--- src/hw/lpt_pkg.sv ---
// Constants and carriers for the panel timing register block.
// Assumes a single pixel-rate clock and an AXI4-Lite master outside.
package lpt_pkg;

  // Register indices; byte address is four times the index
  localparam logic [5:0] IDX_PANEL_CFG   = 6'h01;
  localparam logic [5:0] IDX_HSIZE       = 6'h04;
  localparam logic [5:0] IDX_VSIZE_LO    = 6'h05;
  localparam logic [5:0] IDX_VSIZE_HI    = 6'h06;
  localparam logic [5:0] IDX_LINE_POS    = 6'h07;
  localparam logic [5:0] IDX_HBLANK      = 6'h08;
  localparam logic [5:0] IDX_FRAME_POS   = 6'h09;
  localparam logic [5:0] IDX_VBLANK      = 6'h0a;

  // Field positions
  localparam int         AMODE_BIT       = 7;
  localparam int         VBLANK_STAT_BIT = 7;

  // Reset values
  localparam logic       RST_AMODE       = 1'b0;
  localparam logic [6:0] RST_HSIZE       = 7'h27;
  localparam logic [9:0] RST_VSIZE       = 10'h0ef;
  localparam logic [4:0] RST_LINE_POS    = 5'h00;
  localparam logic [4:0] RST_HBLANK      = 5'h00;
  localparam logic [5:0] RST_FRAME_POS   = 6'h01;
  localparam logic [5:0] RST_VBLANK      = 6'h01;

  // Timing arithmetic, in 8-pixel groups or in pixels
  localparam logic [5:0] LINE_POS_ADD    = 6'h02;
  localparam logic [5:0] HBLANK_ADD      = 6'h04;
  localparam logic [10:0] LSYNC_PIX      = 11'h008;

  // Bus answers
  localparam logic [1:0] RESP_OKAY       = 2'b00;
  localparam logic [1:0] RESP_SLVERR     = 2'b10;

  typedef struct packed {
    logic       amode;
    logic [6:0] hsize;
    logic [9:0] vsize;
    logic [4:0] line_pos;
    logic [4:0] hblank;
    logic [5:0] frame_pos;
    logic [5:0] vblank;
  } lpt_cfg_s;

  typedef struct packed {
    logic       en;
    logic [5:0] idx;
    logic [7:0] data;
  } lpt_wr_s;

endpackage

--- src/hw/lpt_axil_slave.sv ---
// AXI4-Lite slave front end for the panel timing registers.
// Assumes the register file decodes the word index and answers in the same cycle.
`timescale 1ns/1ps
module lpt_axil_slave
  import lpt_pkg::*;
(
  // Clock and reset
  input  wire logic        aclk,
  input  wire logic        aresetn,
  // Write channels
  input  wire logic [31:0] s_axi_awaddr,
  input  wire logic        s_axi_awvalid,
  output      logic        s_axi_awready,
  input  wire logic [31:0] s_axi_wdata,
  input  wire logic [3:0]  s_axi_wstrb,
  input  wire logic        s_axi_wvalid,
  output      logic        s_axi_wready,
  output      logic [1:0]  s_axi_bresp,
  output      logic        s_axi_bvalid,
  input  wire logic        s_axi_bready,
  // Read channels
  input  wire logic [31:0] s_axi_araddr,
  input  wire logic        s_axi_arvalid,
  output      logic        s_axi_arready,
  output      logic [31:0] s_axi_rdata,
  output      logic [1:0]  s_axi_rresp,
  output      logic        s_axi_rvalid,
  input  wire logic        s_axi_rready,
  // Register file side
  output      lpt_wr_s     wr,
  input  wire logic        wr_ok,
  output      logic [5:0]  rd_idx,
  input  wire logic [7:0]  rd_data,
  input  wire logic        rd_ok
);

  logic        aw_held_ff, nxt_aw_held;
  logic [31:0] awaddr_ff,  nxt_awaddr;
  logic        w_held_ff,  nxt_w_held;
  logic [7:0]  wdata_ff,   nxt_wdata;
  logic        wstrb0_ff,  nxt_wstrb0;
  logic        bvalid_ff,  nxt_bvalid;
  logic [1:0]  bresp_ff,   nxt_bresp;
  logic        rvalid_ff,  nxt_rvalid;
  logic [31:0] rdata_ff,   nxt_rdata;
  logic [1:0]  rresp_ff,   nxt_rresp;
  logic        do_wr;
  logic        wr_hit;
  logic        rd_hit;

  assign s_axi_awready = !aw_held_ff && !bvalid_ff;
  assign s_axi_wready  = !w_held_ff && !bvalid_ff;
  assign s_axi_arready = !rvalid_ff;
  assign s_axi_bvalid  = bvalid_ff;
  assign s_axi_bresp   = bresp_ff;
  assign s_axi_rvalid  = rvalid_ff;
  assign s_axi_rdata   = rdata_ff;
  assign s_axi_rresp   = rresp_ff;

  // Address and data may arrive in either order
  assign do_wr   = aw_held_ff && w_held_ff && !bvalid_ff;
  assign wr_hit  = wr_ok && (awaddr_ff[31:8] == 24'h000000) && (awaddr_ff[1:0] == 2'b00);
  assign wr.en   = do_wr && wr_hit && wstrb0_ff;
  assign wr.idx  = awaddr_ff[7:2];
  assign wr.data = wdata_ff;
  assign rd_idx  = s_axi_araddr[7:2];
  assign rd_hit  = rd_ok && (s_axi_araddr[31:8] == 24'h000000) && (s_axi_araddr[1:0] == 2'b00);

  always_comb
  begin
    nxt_aw_held = aw_held_ff;
    nxt_awaddr  = awaddr_ff;
    nxt_w_held  = w_held_ff;
    nxt_wdata   = wdata_ff;
    nxt_wstrb0  = wstrb0_ff;
    nxt_bvalid  = bvalid_ff;
    nxt_bresp   = bresp_ff;
    if (s_axi_awvalid && s_axi_awready)
    begin
      nxt_aw_held = 1'b1;
      nxt_awaddr  = s_axi_awaddr;
    end
    if (s_axi_wvalid && s_axi_wready)
    begin
      nxt_w_held = 1'b1;
      nxt_wdata  = s_axi_wdata[7:0];
      nxt_wstrb0 = s_axi_wstrb[0];
    end
    if (do_wr)
    begin
      nxt_aw_held = 1'b0;
      nxt_w_held  = 1'b0;
      nxt_bvalid  = 1'b1;
      nxt_bresp   = wr_hit ? RESP_OKAY : RESP_SLVERR;
    end
    if (bvalid_ff && s_axi_bready)
      nxt_bvalid = 1'b0;
  end

  always_comb
  begin
    nxt_rvalid = rvalid_ff;
    nxt_rdata  = rdata_ff;
    nxt_rresp  = rresp_ff;
    if (s_axi_arvalid && s_axi_arready)
    begin
      nxt_rvalid = 1'b1;
      nxt_rdata  = rd_hit ? {24'h000000, rd_data} : 32'h00000000;
      nxt_rresp  = rd_hit ? RESP_OKAY : RESP_SLVERR;
    end
    else if (rvalid_ff && s_axi_rready)
      nxt_rvalid = 1'b0;
  end

  always_ff @(posedge aclk)
  begin
    if (!aresetn)
    begin
      aw_held_ff <= 1'b0;
      awaddr_ff  <= 32'h00000000;
      w_held_ff  <= 1'b0;
      wdata_ff   <= 8'h00;
      wstrb0_ff  <= 1'b0;
      bvalid_ff  <= 1'b0;
      bresp_ff   <= RESP_OKAY;
      rvalid_ff  <= 1'b0;
      rdata_ff   <= 32'h00000000;
      rresp_ff   <= RESP_OKAY;
    end
    else
    begin
      aw_held_ff <= nxt_aw_held;
      awaddr_ff  <= nxt_awaddr;
      w_held_ff  <= nxt_w_held;
      wdata_ff   <= nxt_wdata;
      wstrb0_ff  <= nxt_wstrb0;
      bvalid_ff  <= nxt_bvalid;
      bresp_ff   <= nxt_bresp;
      rvalid_ff  <= nxt_rvalid;
      rdata_ff   <= nxt_rdata;
      rresp_ff   <= nxt_rresp;
    end
  end

endmodule

--- src/hw/lpt_timing.sv ---
// Panel geometry registers and line/frame timing generator.
// Assumes aclk is the pixel clock, one pixel per cycle, and an AXI4-Lite host.
// Summary of operation
// - Active width is (horizontal size + 1) times 8 pixels.
// - Active height is 10-bit vertical size plus one, split low/high.
// - Vertical size accepts up to 3FFh, i.e. 1024 lines.
// - Active mode: line sync starts (line position + 2) * 8 pixels after data.
// - Line and frame positions matter only in active-matrix mode.
// - Horizontal blank after each line lasts (value + 4) * 8 pixels.
// - Active mode: frame sync starts frame-position lines after last data line.
// - Panel type bit: zero passive, one active-matrix.
// - Vertical blank after each frame lasts the 6-bit value in lines.
`timescale 1ns/1ps
module lpt_timing
  import lpt_pkg::*;
(
  // Clock and reset
  input  wire logic        aclk,
  input  wire logic        aresetn,
  // AXI4-Lite write
  input  wire logic [31:0] s_axi_awaddr,
  input  wire logic        s_axi_awvalid,
  output      logic        s_axi_awready,
  input  wire logic [31:0] s_axi_wdata,
  input  wire logic [3:0]  s_axi_wstrb,
  input  wire logic        s_axi_wvalid,
  output      logic        s_axi_wready,
  output      logic [1:0]  s_axi_bresp,
  output      logic        s_axi_bvalid,
  input  wire logic        s_axi_bready,
  // AXI4-Lite read
  input  wire logic [31:0] s_axi_araddr,
  input  wire logic        s_axi_arvalid,
  output      logic        s_axi_arready,
  output      logic [31:0] s_axi_rdata,
  output      logic [1:0]  s_axi_rresp,
  output      logic        s_axi_rvalid,
  input  wire logic        s_axi_rready,
  // Pixel source
  input  wire logic [7:0]  pixel_in,
  output      logic        pixel_ready,
  // Panel
  output      logic [7:0]  panel_pixel_data,
  output      logic        line_sync_pulse,
  output      logic        frame_sync_pulse,
  output      logic        active_matrix_mode
);

  lpt_cfg_s    cfg_ff, nxt_cfg;
  lpt_wr_s     wr;
  logic        wr_ok;
  logic [5:0]  rd_idx;
  logic [7:0]  rd_data;
  logic        rd_ok;

  logic [10:0] hcnt_ff, nxt_hcnt;
  logic [10:0] vcnt_ff, nxt_vcnt;
  logic [7:0]  pix_ff,  nxt_pix;
  logic        lsync_ff, nxt_lsync;
  logic        fsync_ff, nxt_fsync;

  logic [10:0] w_pix;
  logic [10:0] hblank_pix;
  logic [10:0] line_total;
  logic [10:0] lpos_pix;
  logic [10:0] lsync_start;
  logic [10:0] v_lines;
  logic [10:0] frame_total;
  logic [10:0] fsync_line;
  logic        in_hact;
  logic        in_vact;
  logic        in_act;
  logic        line_end;
  logic        frame_end;

  lpt_axil_slave u_bus (
    .aclk          (aclk),
    .aresetn       (aresetn),
    .s_axi_awaddr  (s_axi_awaddr),
    .s_axi_awvalid (s_axi_awvalid),
    .s_axi_awready (s_axi_awready),
    .s_axi_wdata   (s_axi_wdata),
    .s_axi_wstrb   (s_axi_wstrb),
    .s_axi_wvalid  (s_axi_wvalid),
    .s_axi_wready  (s_axi_wready),
    .s_axi_bresp   (s_axi_bresp),
    .s_axi_bvalid  (s_axi_bvalid),
    .s_axi_bready  (s_axi_bready),
    .s_axi_araddr  (s_axi_araddr),
    .s_axi_arvalid (s_axi_arvalid),
    .s_axi_arready (s_axi_arready),
    .s_axi_rdata   (s_axi_rdata),
    .s_axi_rresp   (s_axi_rresp),
    .s_axi_rvalid  (s_axi_rvalid),
    .s_axi_rready  (s_axi_rready),
    .wr            (wr),
    .wr_ok         (wr_ok),
    .rd_idx        (rd_idx),
    .rd_data       (rd_data),
    .rd_ok         (rd_ok)
  );

  // Index decode, apart from the write path
  always_comb
  begin
    unique case (wr.idx)
      IDX_PANEL_CFG, IDX_HSIZE, IDX_VSIZE_LO, IDX_VSIZE_HI,
      IDX_LINE_POS, IDX_HBLANK, IDX_FRAME_POS, IDX_VBLANK: wr_ok = 1'b1;
      default:                                               wr_ok = 1'b0;
    endcase
  end

  // Register writes; only the documented field bits are stored
  always_comb
  begin
    nxt_cfg = cfg_ff;
    unique case (wr.idx)
      IDX_PANEL_CFG: if (wr.en) nxt_cfg.amode = wr.data[AMODE_BIT];
      IDX_HSIZE:     if (wr.en) nxt_cfg.hsize = wr.data[6:0];
      IDX_VSIZE_LO:  if (wr.en) nxt_cfg.vsize[7:0] = wr.data;
      IDX_VSIZE_HI:  if (wr.en) nxt_cfg.vsize[9:8] = wr.data[1:0];
      IDX_LINE_POS:  if (wr.en) nxt_cfg.line_pos = wr.data[4:0];
      IDX_HBLANK:    if (wr.en) nxt_cfg.hblank = wr.data[4:0];
      IDX_FRAME_POS: if (wr.en) nxt_cfg.frame_pos = wr.data[5:0];
      IDX_VBLANK:    if (wr.en) nxt_cfg.vblank = wr.data[5:0];
      default:       nxt_cfg = cfg_ff;
    endcase
  end

  // Register reads; unused bits read zero
  always_comb
  begin
    rd_data = 8'h00;
    rd_ok   = 1'b1;
    unique case (rd_idx)
      IDX_PANEL_CFG: rd_data[AMODE_BIT] = cfg_ff.amode;
      IDX_HSIZE:     rd_data[6:0] = cfg_ff.hsize;
      IDX_VSIZE_LO:  rd_data = cfg_ff.vsize[7:0];
      IDX_VSIZE_HI:  rd_data[1:0] = cfg_ff.vsize[9:8];
      IDX_LINE_POS:  rd_data[4:0] = cfg_ff.line_pos;
      IDX_HBLANK:    rd_data[4:0] = cfg_ff.hblank;
      IDX_FRAME_POS: rd_data[5:0] = cfg_ff.frame_pos;
      IDX_VBLANK:
      begin
        // Status high while past the data lines
        rd_data[5:0]            = cfg_ff.vblank;
        rd_data[VBLANK_STAT_BIT] = !in_vact;
      end
      default:       rd_ok = 1'b0;
    endcase
  end

  // Geometry derived from the registers
  assign w_pix       = {({1'b0, cfg_ff.hsize} + 8'h01), 3'b000};
  assign hblank_pix  = {2'b00, ({1'b0, cfg_ff.hblank} + HBLANK_ADD), 3'b000};
  assign line_total  = w_pix + hblank_pix;
  assign lpos_pix    = {2'b00, ({1'b0, cfg_ff.line_pos} + LINE_POS_ADD), 3'b000};
  assign lsync_start = cfg_ff.amode ? (w_pix + lpos_pix) : w_pix;
  assign v_lines     = {1'b0, cfg_ff.vsize} + 11'h001;
  assign frame_total = v_lines + {5'h00, cfg_ff.vblank};
  // Active: frame sync leads the chosen number of lines after the last data line
  assign fsync_line  = !cfg_ff.amode ? ((cfg_ff.vblank == 6'h00) ? 11'h000 : v_lines) :
                       (v_lines + {5'h00, cfg_ff.frame_pos} - 11'h001);

  assign in_hact     = hcnt_ff < w_pix;
  assign in_vact     = vcnt_ff < v_lines;
  assign in_act      = in_hact && in_vact;
  assign line_end    = hcnt_ff >= (line_total - 11'h001);
  assign frame_end   = vcnt_ff >= (frame_total - 11'h001);

  assign pixel_ready        = in_act;
  assign panel_pixel_data   = pix_ff;
  assign line_sync_pulse    = lsync_ff;
  assign frame_sync_pulse   = fsync_ff;
  assign active_matrix_mode = cfg_ff.amode;

  // Pixel and line counters plus registered panel outputs
  // Wrap tests use >= so a shrunk geometry recovers within a line
  always_comb
  begin
    nxt_hcnt  = hcnt_ff + 11'h001;
    nxt_vcnt  = vcnt_ff;
    if (line_end)
    begin
      nxt_hcnt = 11'h000;
      nxt_vcnt = frame_end ? 11'h000 : (vcnt_ff + 11'h001);
    end
    nxt_pix   = in_act ? pixel_in : 8'h00;
    nxt_lsync = (hcnt_ff >= lsync_start) && (hcnt_ff < (lsync_start + LSYNC_PIX));
    nxt_fsync = (vcnt_ff == fsync_line);
  end

  // Configuration registers
  always_ff @(posedge aclk)
  begin
    if (!aresetn)
      cfg_ff <= '{amode: RST_AMODE, hsize: RST_HSIZE, vsize: RST_VSIZE,
                  line_pos: RST_LINE_POS, hblank: RST_HBLANK,
                  frame_pos: RST_FRAME_POS, vblank: RST_VBLANK};
    else
      cfg_ff <= nxt_cfg;
  end

  // Counters and panel outputs
  always_ff @(posedge aclk)
  begin
    if (!aresetn)
    begin
      hcnt_ff  <= 11'h000;
      vcnt_ff  <= 11'h000;
      pix_ff   <= 8'h00;
      lsync_ff <= 1'b0;
      fsync_ff <= 1'b0;
    end
    else
    begin
      hcnt_ff  <= nxt_hcnt;
      vcnt_ff  <= nxt_vcnt;
      pix_ff   <= nxt_pix;
      lsync_ff <= nxt_lsync;
      fsync_ff <= nxt_fsync;
    end
  end
endmodule
--- config.mk ---
export PLATFORM = sky130hd
export DESIGN_NAME = lpt_timing
export DESIGN_NICKNAME = d
export VERILOG_FILES = /design/src/hw/lpt_pkg.sv /design/src/hw/lpt_axil_slave.sv /design/src/hw/lpt_timing.sv
export SDC_FILE = /design/constraint.sdc
export NUM_CORES = 1
export LEC_CHECK = 0
export BUFFER_PORTS_ARGS = -buffer_cell sky130_fd_sc_hd__buf_4
export CORE_MARGIN = 5
export CORE_UTILIZATION = 57
export DETAILED_ROUTE_END_ITERATION = 16
export GPL_TIMING_DRIVEN = 0
export PLACE_DENSITY = 0.92
export SETUP_SLACK_MARGIN = 0.05
export SYNTH_ARGS = -nofsm -noshare
export SYNTH_HDL_FRONTEND = slang
export SYNTH_SLANG_ARGS = --single-unit
--- constraint.sdc ---
create_clock -name aclk -period 4.8 [get_ports aclk]
set_input_delay 0.96 -clock aclk [delete_from_list [all_inputs] [get_ports aclk]]
set_output_delay 0.96 -clock aclk [all_outputs]
set_load 0.02 [all_outputs]
==> flow_summary.yaml, run 1 <==
placement:
  postPlaceCellArea_um2: 9902
  port_buffers: 113
  dp_worst_setup_slack_ns: -0.3717
  place_congestion: 0.9687
  dp.final_hpwl_um: 18560
worst_setup_path:
  critPathCaptureType: "primary output"
  critPathLaunchType: "flip-flop"
  cp.required_ns: 3.84
  rr_worst_depth: 18
  crit_type: "reg -> out"
  critPathMaxFanout: 6
  crit_arrival_ns: 3.64
die:
  coreArea_um2: 15090
  die_area_um2: 17880
  io_pins: 168
  row_count: 45
  die_y_um: 133.7
  die_w_um: 133.7
  initial_core_util: 0.5782
synthesis:
  ys_warn_count: 0
  synth_edf_count: 0
  syn_area_um2: 8725
  synth_top_area_share: 0.2937
  syn_inst: 1083
  yosys-top-cells-area: "dfxtp_1, ha_1, nand2_1"
  async_flop_share: 0
  ys_seq_area_frac: 0.2937
  synth_cell_types: 65
  synth_seq_cells: 128
  avgSynthCellArea_um2: 8.056
  yosys.area.top_type: "dfxtp_1"
  ys.flop_type: "dfxtp_1"
routing:
  wl_um: 25250
  post_drt_wl_per_cell_um: 17.49
  drcViolationCount: 0
  drt_iter0_markers: 738
  num_vias: 8494
  vias_per_cell: 5.882
  postRouteAntennaNets: 0
  firstDrtPassIters: 7
grt:
  grt-ovfl-total: 0
  grt_max_degree: 17
  grt_antenna_before_repair: 0
  grt_pass1_vias: 8277
  track_usage: 0.2738
  grt_first_pass_wirelength_um: 39860
cts:
  cts-hold-fix-buffers: 0
  cts_sinks: 128
  cts-root-buf: "clkbuf_16"
  cts-buffers-inserted: 17
  insertion_delay_ns: 0.42
  clockBufferDepth: 2
  path_clk_slew_ns: 0.06
  h-tree-depth: 4
  cts_tree: "done"
pwr:
  cellPowerDensity_nw_per_um2: 258.9
  leakage_nw: 4.809
  ir_drop_v: 0.0002591
layout:
  syn2layout_area_growth_pct: 21.57
  final_cell_mix: "buf_4, nand2_1, dfxtp_1, nor2_1, ha_1"
  layout.nets: 1450
  drive_gt1_frac: 0.1576
  stdcell_area_um2: 10610
  post-route-util: 0.7029
  layout_commonest_cell: "buf_4"
  diodes: 0
timing:
  worst_slew_pin_slew_ns: 0.9407
  finalSetupTns_ns: 0
  drv_slew: 0
  period_minus_slack_ns: 4.596
  skew_ns: 0.009369
  rsz0062_at_grt: "false"
  slew_headroom: 0.3680
  fmax_ghz: 0.2176
  finalCritPeriodShare: 0.9574
  setup_ws_ns: 0.2043
  hold_violations: 0
  setup_violations: 0
  hold_slack_ns: 0.4559
job:
  drv_cap: 0
hold_path:
  hold_depth: 2
  hp-class: "reg -> reg"
status:
  status: "complete, no violations"
[critical path, stage by stage, from the launching register on]
cell and delay (ns):
dfxtp_1 0.43, ha_1 0.25, and3_2 0.29, nand3_1 0.17, xnor2_2 0.24, inv_1 0.10, ha_1 0.30, a21o_1 0.16
a21o_1 0.16, a21oi_1 0.20, o21ai_0 0.13, a41o_1 0.31, nor4_4 0.24, buf_4 0.21
[state kept, by name, indices dropped and copies added, names as in the netlist, 8 cells and up, named ones only]
register and cells:
u_bus.wdata_ff 8, cfg_ff 39, panel_pixel_data 8, u_bus.s_axi_rdata 8, u_bus.awaddr_ff 32, vcnt_ff 11
hcnt_ff 11
[synth_stat cells, drive strengths merged (31+ instances only)]
master,n
clkbuf,40
ha,88
xor2,35
inv,63
o21ai,31
dfxtp,128
a21oi,87
mux2i,46
nand2,136
nand3,31
nor2,96
xnor2,49
[kinds of logic (layout without fill, tap and decap cells)]
| logic type | count (synthesis) | after routing | share of synthesized area |
|---|---|---|---|
| AO/OA/AOI/OAI | 213 | 213 | 0.1520 |
| XOR/XNOR | 84 | 84 | 0.08432 |
| adder cells (fa/ha/maj) | 97 | 97 | 0.1415 |
| buffers and inverters | 134 | 282 | 0.06898 |
| flip-flops | 128 | 128 | 0.2937 |
| multiplexers | 47 | 47 | 0.05407 |
| other | 1 | 26 | 0.0004298 |
| AND/OR/NAND/NOR | 379 | 379 | 0.2049 |
[area by class of cell]
cell class / count / area [um2]
Inverter: 64 / 240.2
Clock buffer: 18 / 439.2
Buffer: 69 / 357.8
Fill cell: 1117 / 4483
Multi-Input combinational cell: 846 / 5708
Timing Repair Buffer: 117 / 878.3
Sequential cell: 128 / 2567
Clock inverter: 14 / 180.2
Tap cell: 188 / 235.2
[routing by layer]
layer | part of all wire | routed length (um) | vias to the layer above | global-route usage
li1 | - | - | 4036 | -
met1 | 0.39 | 9803 | 3887 | 0.3248
met2 | 0.47 | 11910 | 473 | 0.4613
met3 | 0.099 | 2496 | 98 | 0.07100
met4 | 0.041 | 1035 | 0 | 0.1303
met5 | 0 | 0 | - | 0
[repair_timing]
item                                    in CTS  in global routing
resized for setup                            5                  7
pin swaps                                    1                  3
setup buffers                                1                  3
endpoints found under the setup margin      23                 23
[path summary, 6_finish.rpt]
path                             from             endpoint  slack, ns
setup reg to reg           cfg_ff[32]           vcnt_ff[0]       0.38
hold / removal    u_bus.awaddr_ff[27]  u_bus.awaddr_ff[27]       0.46
setup / recovery           cfg_ff[23]          pixel_ready       0.20
hold reg to reg   u_bus.awaddr_ff[27]  u_bus.awaddr_ff[27]       0.46
[per-stage QoR]
step                cells  power, W
finish               1444  0.002746
global route         1444  0.002821
CTS                  1442  0.002737
detailed placement   1409  0.001399
global placement     1409  0.001390
floorplan            1108  0.001286
[where the power goes]
group,switching (W),total [W],internal (W)
registers,0.0000269,0.00112,0.00110
clock network,0.000521,0.00136,0.000839
logic,0.000149,0.000263,0.000114
No activity file was read; power rests on OpenSTA's default activity.
==> inputs of run 2 (changes only) <==
--- a/config.mk
+++ b/config.mk
@@ -11,6 +11,7 @@
 export DETAILED_ROUTE_END_ITERATION = 16
 export GPL_TIMING_DRIVEN = 0
 export PLACE_DENSITY = 0.92
+export REMOVE_ABC_BUFFERS = 1
 export SETUP_SLACK_MARGIN = 0.05
 export SYNTH_ARGS = -nofsm -noshare
 export SYNTH_HDL_FRONTEND = slang
==> constraint.sdc (replaced) <==
create_clock -name aclk -period 4.9 [get_ports aclk]
set_input_delay 0.98 -clock aclk [delete_from_list [all_inputs] [get_ports aclk]]
set_output_delay 0.98 -clock aclk [all_outputs]
set_load 0.02 [all_outputs]
==> run 2 against run 1 <==
Total power fell by 7.4%. Critical path type unchanged. Clock power down 11%. Hold slack got worse by 0.0028 ns. Cell count fell by 4.9%. Global-route usage shrank 1.4 points. Critical path depth unchanged. Register-to-register slack worse by 0.09 ns. Largest power group unchanged. Clock skew up 0.0059 ns. Final area fell by 3.9%. Wire length shrank 5.8%.
==> flow_summary.yaml, run 2 (synthesis gave the netlist of run 1 again) <==
status:
  status: "complete, no violations"
routing:
  drt_iter0_markers: 693
  wl_um: 23800
  postRouteAntennaNets: 0
  vias_per_cell: 5.971
  firstDrtPassIters: 6
  drcViolationCount: 0
  num_vias: 8198
  post_drt_wl_per_cell_um: 17.33
timing:
  fmax_ghz: 0.2149
  hold_violations: 0
  worst_slew_pin_slew_ns: 1.214
  slew_headroom: 0.1897
  skew_ns: 0.01531
  rsz0062_at_grt: "true"
  setup_violations: 0
  period_minus_slack_ns: 4.654
  drv_slew: 0
  finalCritPeriodShare: 0.9498
  hold_slack_ns: 0.4531
pwr:
  cellPowerDensity_nw_per_um2: 249.3
  leakage_nw: 4.586
  intPower_w: 0.001882
  ir_drop_v: 0.0002842
  combPwrFrac: 0.089
  p_seq_frac: 0.434
  switching_share: 0.2593
  p_clk_frac: 0.476
  switchingPower_w: 0.0006590
cts:
  cts-buffers-inserted: 17
  cts-hold-fix-buffers: 0
  h-tree-depth: 4
  cts_tree: "done"
  cts-root-buf: "clkbuf_16"
  cts_sinks: 128
  path_clk_slew_ns: 0.07
  clockBufferDepth: 2
  insertion_delay_ns: 0.43
die:
  die_area_um2: 17880
  io_pins: 168
  die_w_um: 133.7
  die_y_um: 133.7
  initial_core_util: 0.5782
  row_count: 45
  coreArea_um2: 15090
layout:
  layout.nets: 1380
  largest_reg_flops: 39
  syn2layout_area_growth_pct: 16.85
  post-route-util: 0.6756
  final_cell_mix: "nand2_1, dfxtp_1, buf_4, nor2_1, ha_1"
  layout_commonest_cell: "nand2_1"
  fillCellCount: 1080
  diodes: 0
  reg_top3: "cfg_ff (39), u_bus.awaddr_ff (32)"
  drive_gt1_frac: 0.1418
  top_register: "cfg_ff"
worst_setup_path:
  r2r_slack_ns: 0.29
  critPathLaunchType: "flip-flop"
  crit_arrival_ns: 3.67
  cp.required_ns: 3.92
  critPathMaxFanout: 10
  critPathCaptureType: "primary output"
  crit_type: "reg -> out"
placement:
  place_congestion: 0.9338
  dp.final_hpwl_um: 16860
  port_buffers: 114
grt:
  grt_antenna_before_repair: 0
  grt_first_pass_wirelength_um: 38210
  track_usage: 0.2600
  grt_max_degree: 52
  grt-ovfl-total: 0
  grt_pass1_vias: 8110
job:
  drv_cap: 0
hold_path:
  hp-class: "reg -> reg"
==> run 2: path summary, 6_finish.rpt <==
check                                   startpoint                 end  cells after the start
worst max-delay path                    cfg_ff[22]         pixel_ready                     13
worst min register to register  u_bus.awaddr_ff[7]  u_bus.awaddr_ff[7]                      2
worst min-delay path            u_bus.awaddr_ff[7]  u_bus.awaddr_ff[7]                      2
worst max register to register          cfg_ff[33]          vcnt_ff[9]                     19
==> run 2: per-stage QoR <==
step           setup TNS (ns)  total power, W  instances  instance area (um2)  setup slack [ns]
6_report                    0        0.002541       1373                10190            0.2460
5_1_grt              -0.04962        0.002609       1373                10190          -0.04962
4_1_cts                     0        0.002536       1373                10150           0.05898
3_5_place_dp           -1.764        0.001346       1341                 9578           -0.2392
3_3_place_gp          -0.8304        0.001338       1340                 9548           -0.1437
2_1_floorplan               0        0.001231       1038                 8457            0.6180
==> run 2: per-layer routing <==
| layer | global-route usage | up-vias | share of wire |
|---|---|---|---|
| li1 | - | 3879 | - |
| met1 | 0.2952 | 3833 | 0.39 |
| met2 | 0.4540 | 401 | 0.49 |
| met3 | 0.06458 | 85 | 0.080 |
| met4 | 0.1280 | 0 | 0.041 |
| met5 | 0 | - | 0 |
==> run 2: critical path: stages (launching register included) <==
cell,delay (ns)
dfxtp_2,0.45
ha_1,0.21
and3_1,0.31
nand3_1,0.18
xnor2_2,0.23
inv_1,0.10
ha_1,0.30
a21o_1,0.16
a21o_1,0.17
a21oi_1,0.18
o21ai_0,0.12
a41o_1,0.34
nor4_4,0.33
buf_4,0.19
==> run 2: power by group through the flow <==
stage | sequential, W | combinational, W | clock [W]
after floorplan | 0.00112 | 0.000109 | 0
after global routing | 0.00111 | 0.000246 | 0.00126
after detailed placement | 0.00112 | 0.000221 | 0
final | 0.00110 | 0.000226 | 0.00121
after global placement | 0.00112 | 0.000216 | 0
after CTS | 0.00110 | 0.000224 | 0.00121
==> run 2: layout make-up <==
| type | count | area (um2) | area share |
|---|---|---|---|
| multi-input cells | 846 | 5715 | 0.5606 |
| flip-flops and latches | 128 | 2565 | 0.2516 |
| repair buffers | 116 | 883.3 | 0.08665 |
| clock buffers | 20 | 446.7 | 0.04381 |
| inverters | 64 | 240.2 | 0.02356 |
| well taps | 188 | 235.2 | 0.02307 |
| clock inverters | 11 | 108.9 | 0.01068 |
==> run 2: what timing repair did <==
action | CTS | global route
pin swaps | 1 | 0
endpoints found under the setup margin | 22 | 13
setup buffers | 1 | 0
resized for setup | 3 | 7
endpoints found under the hold margin | 0 | 0
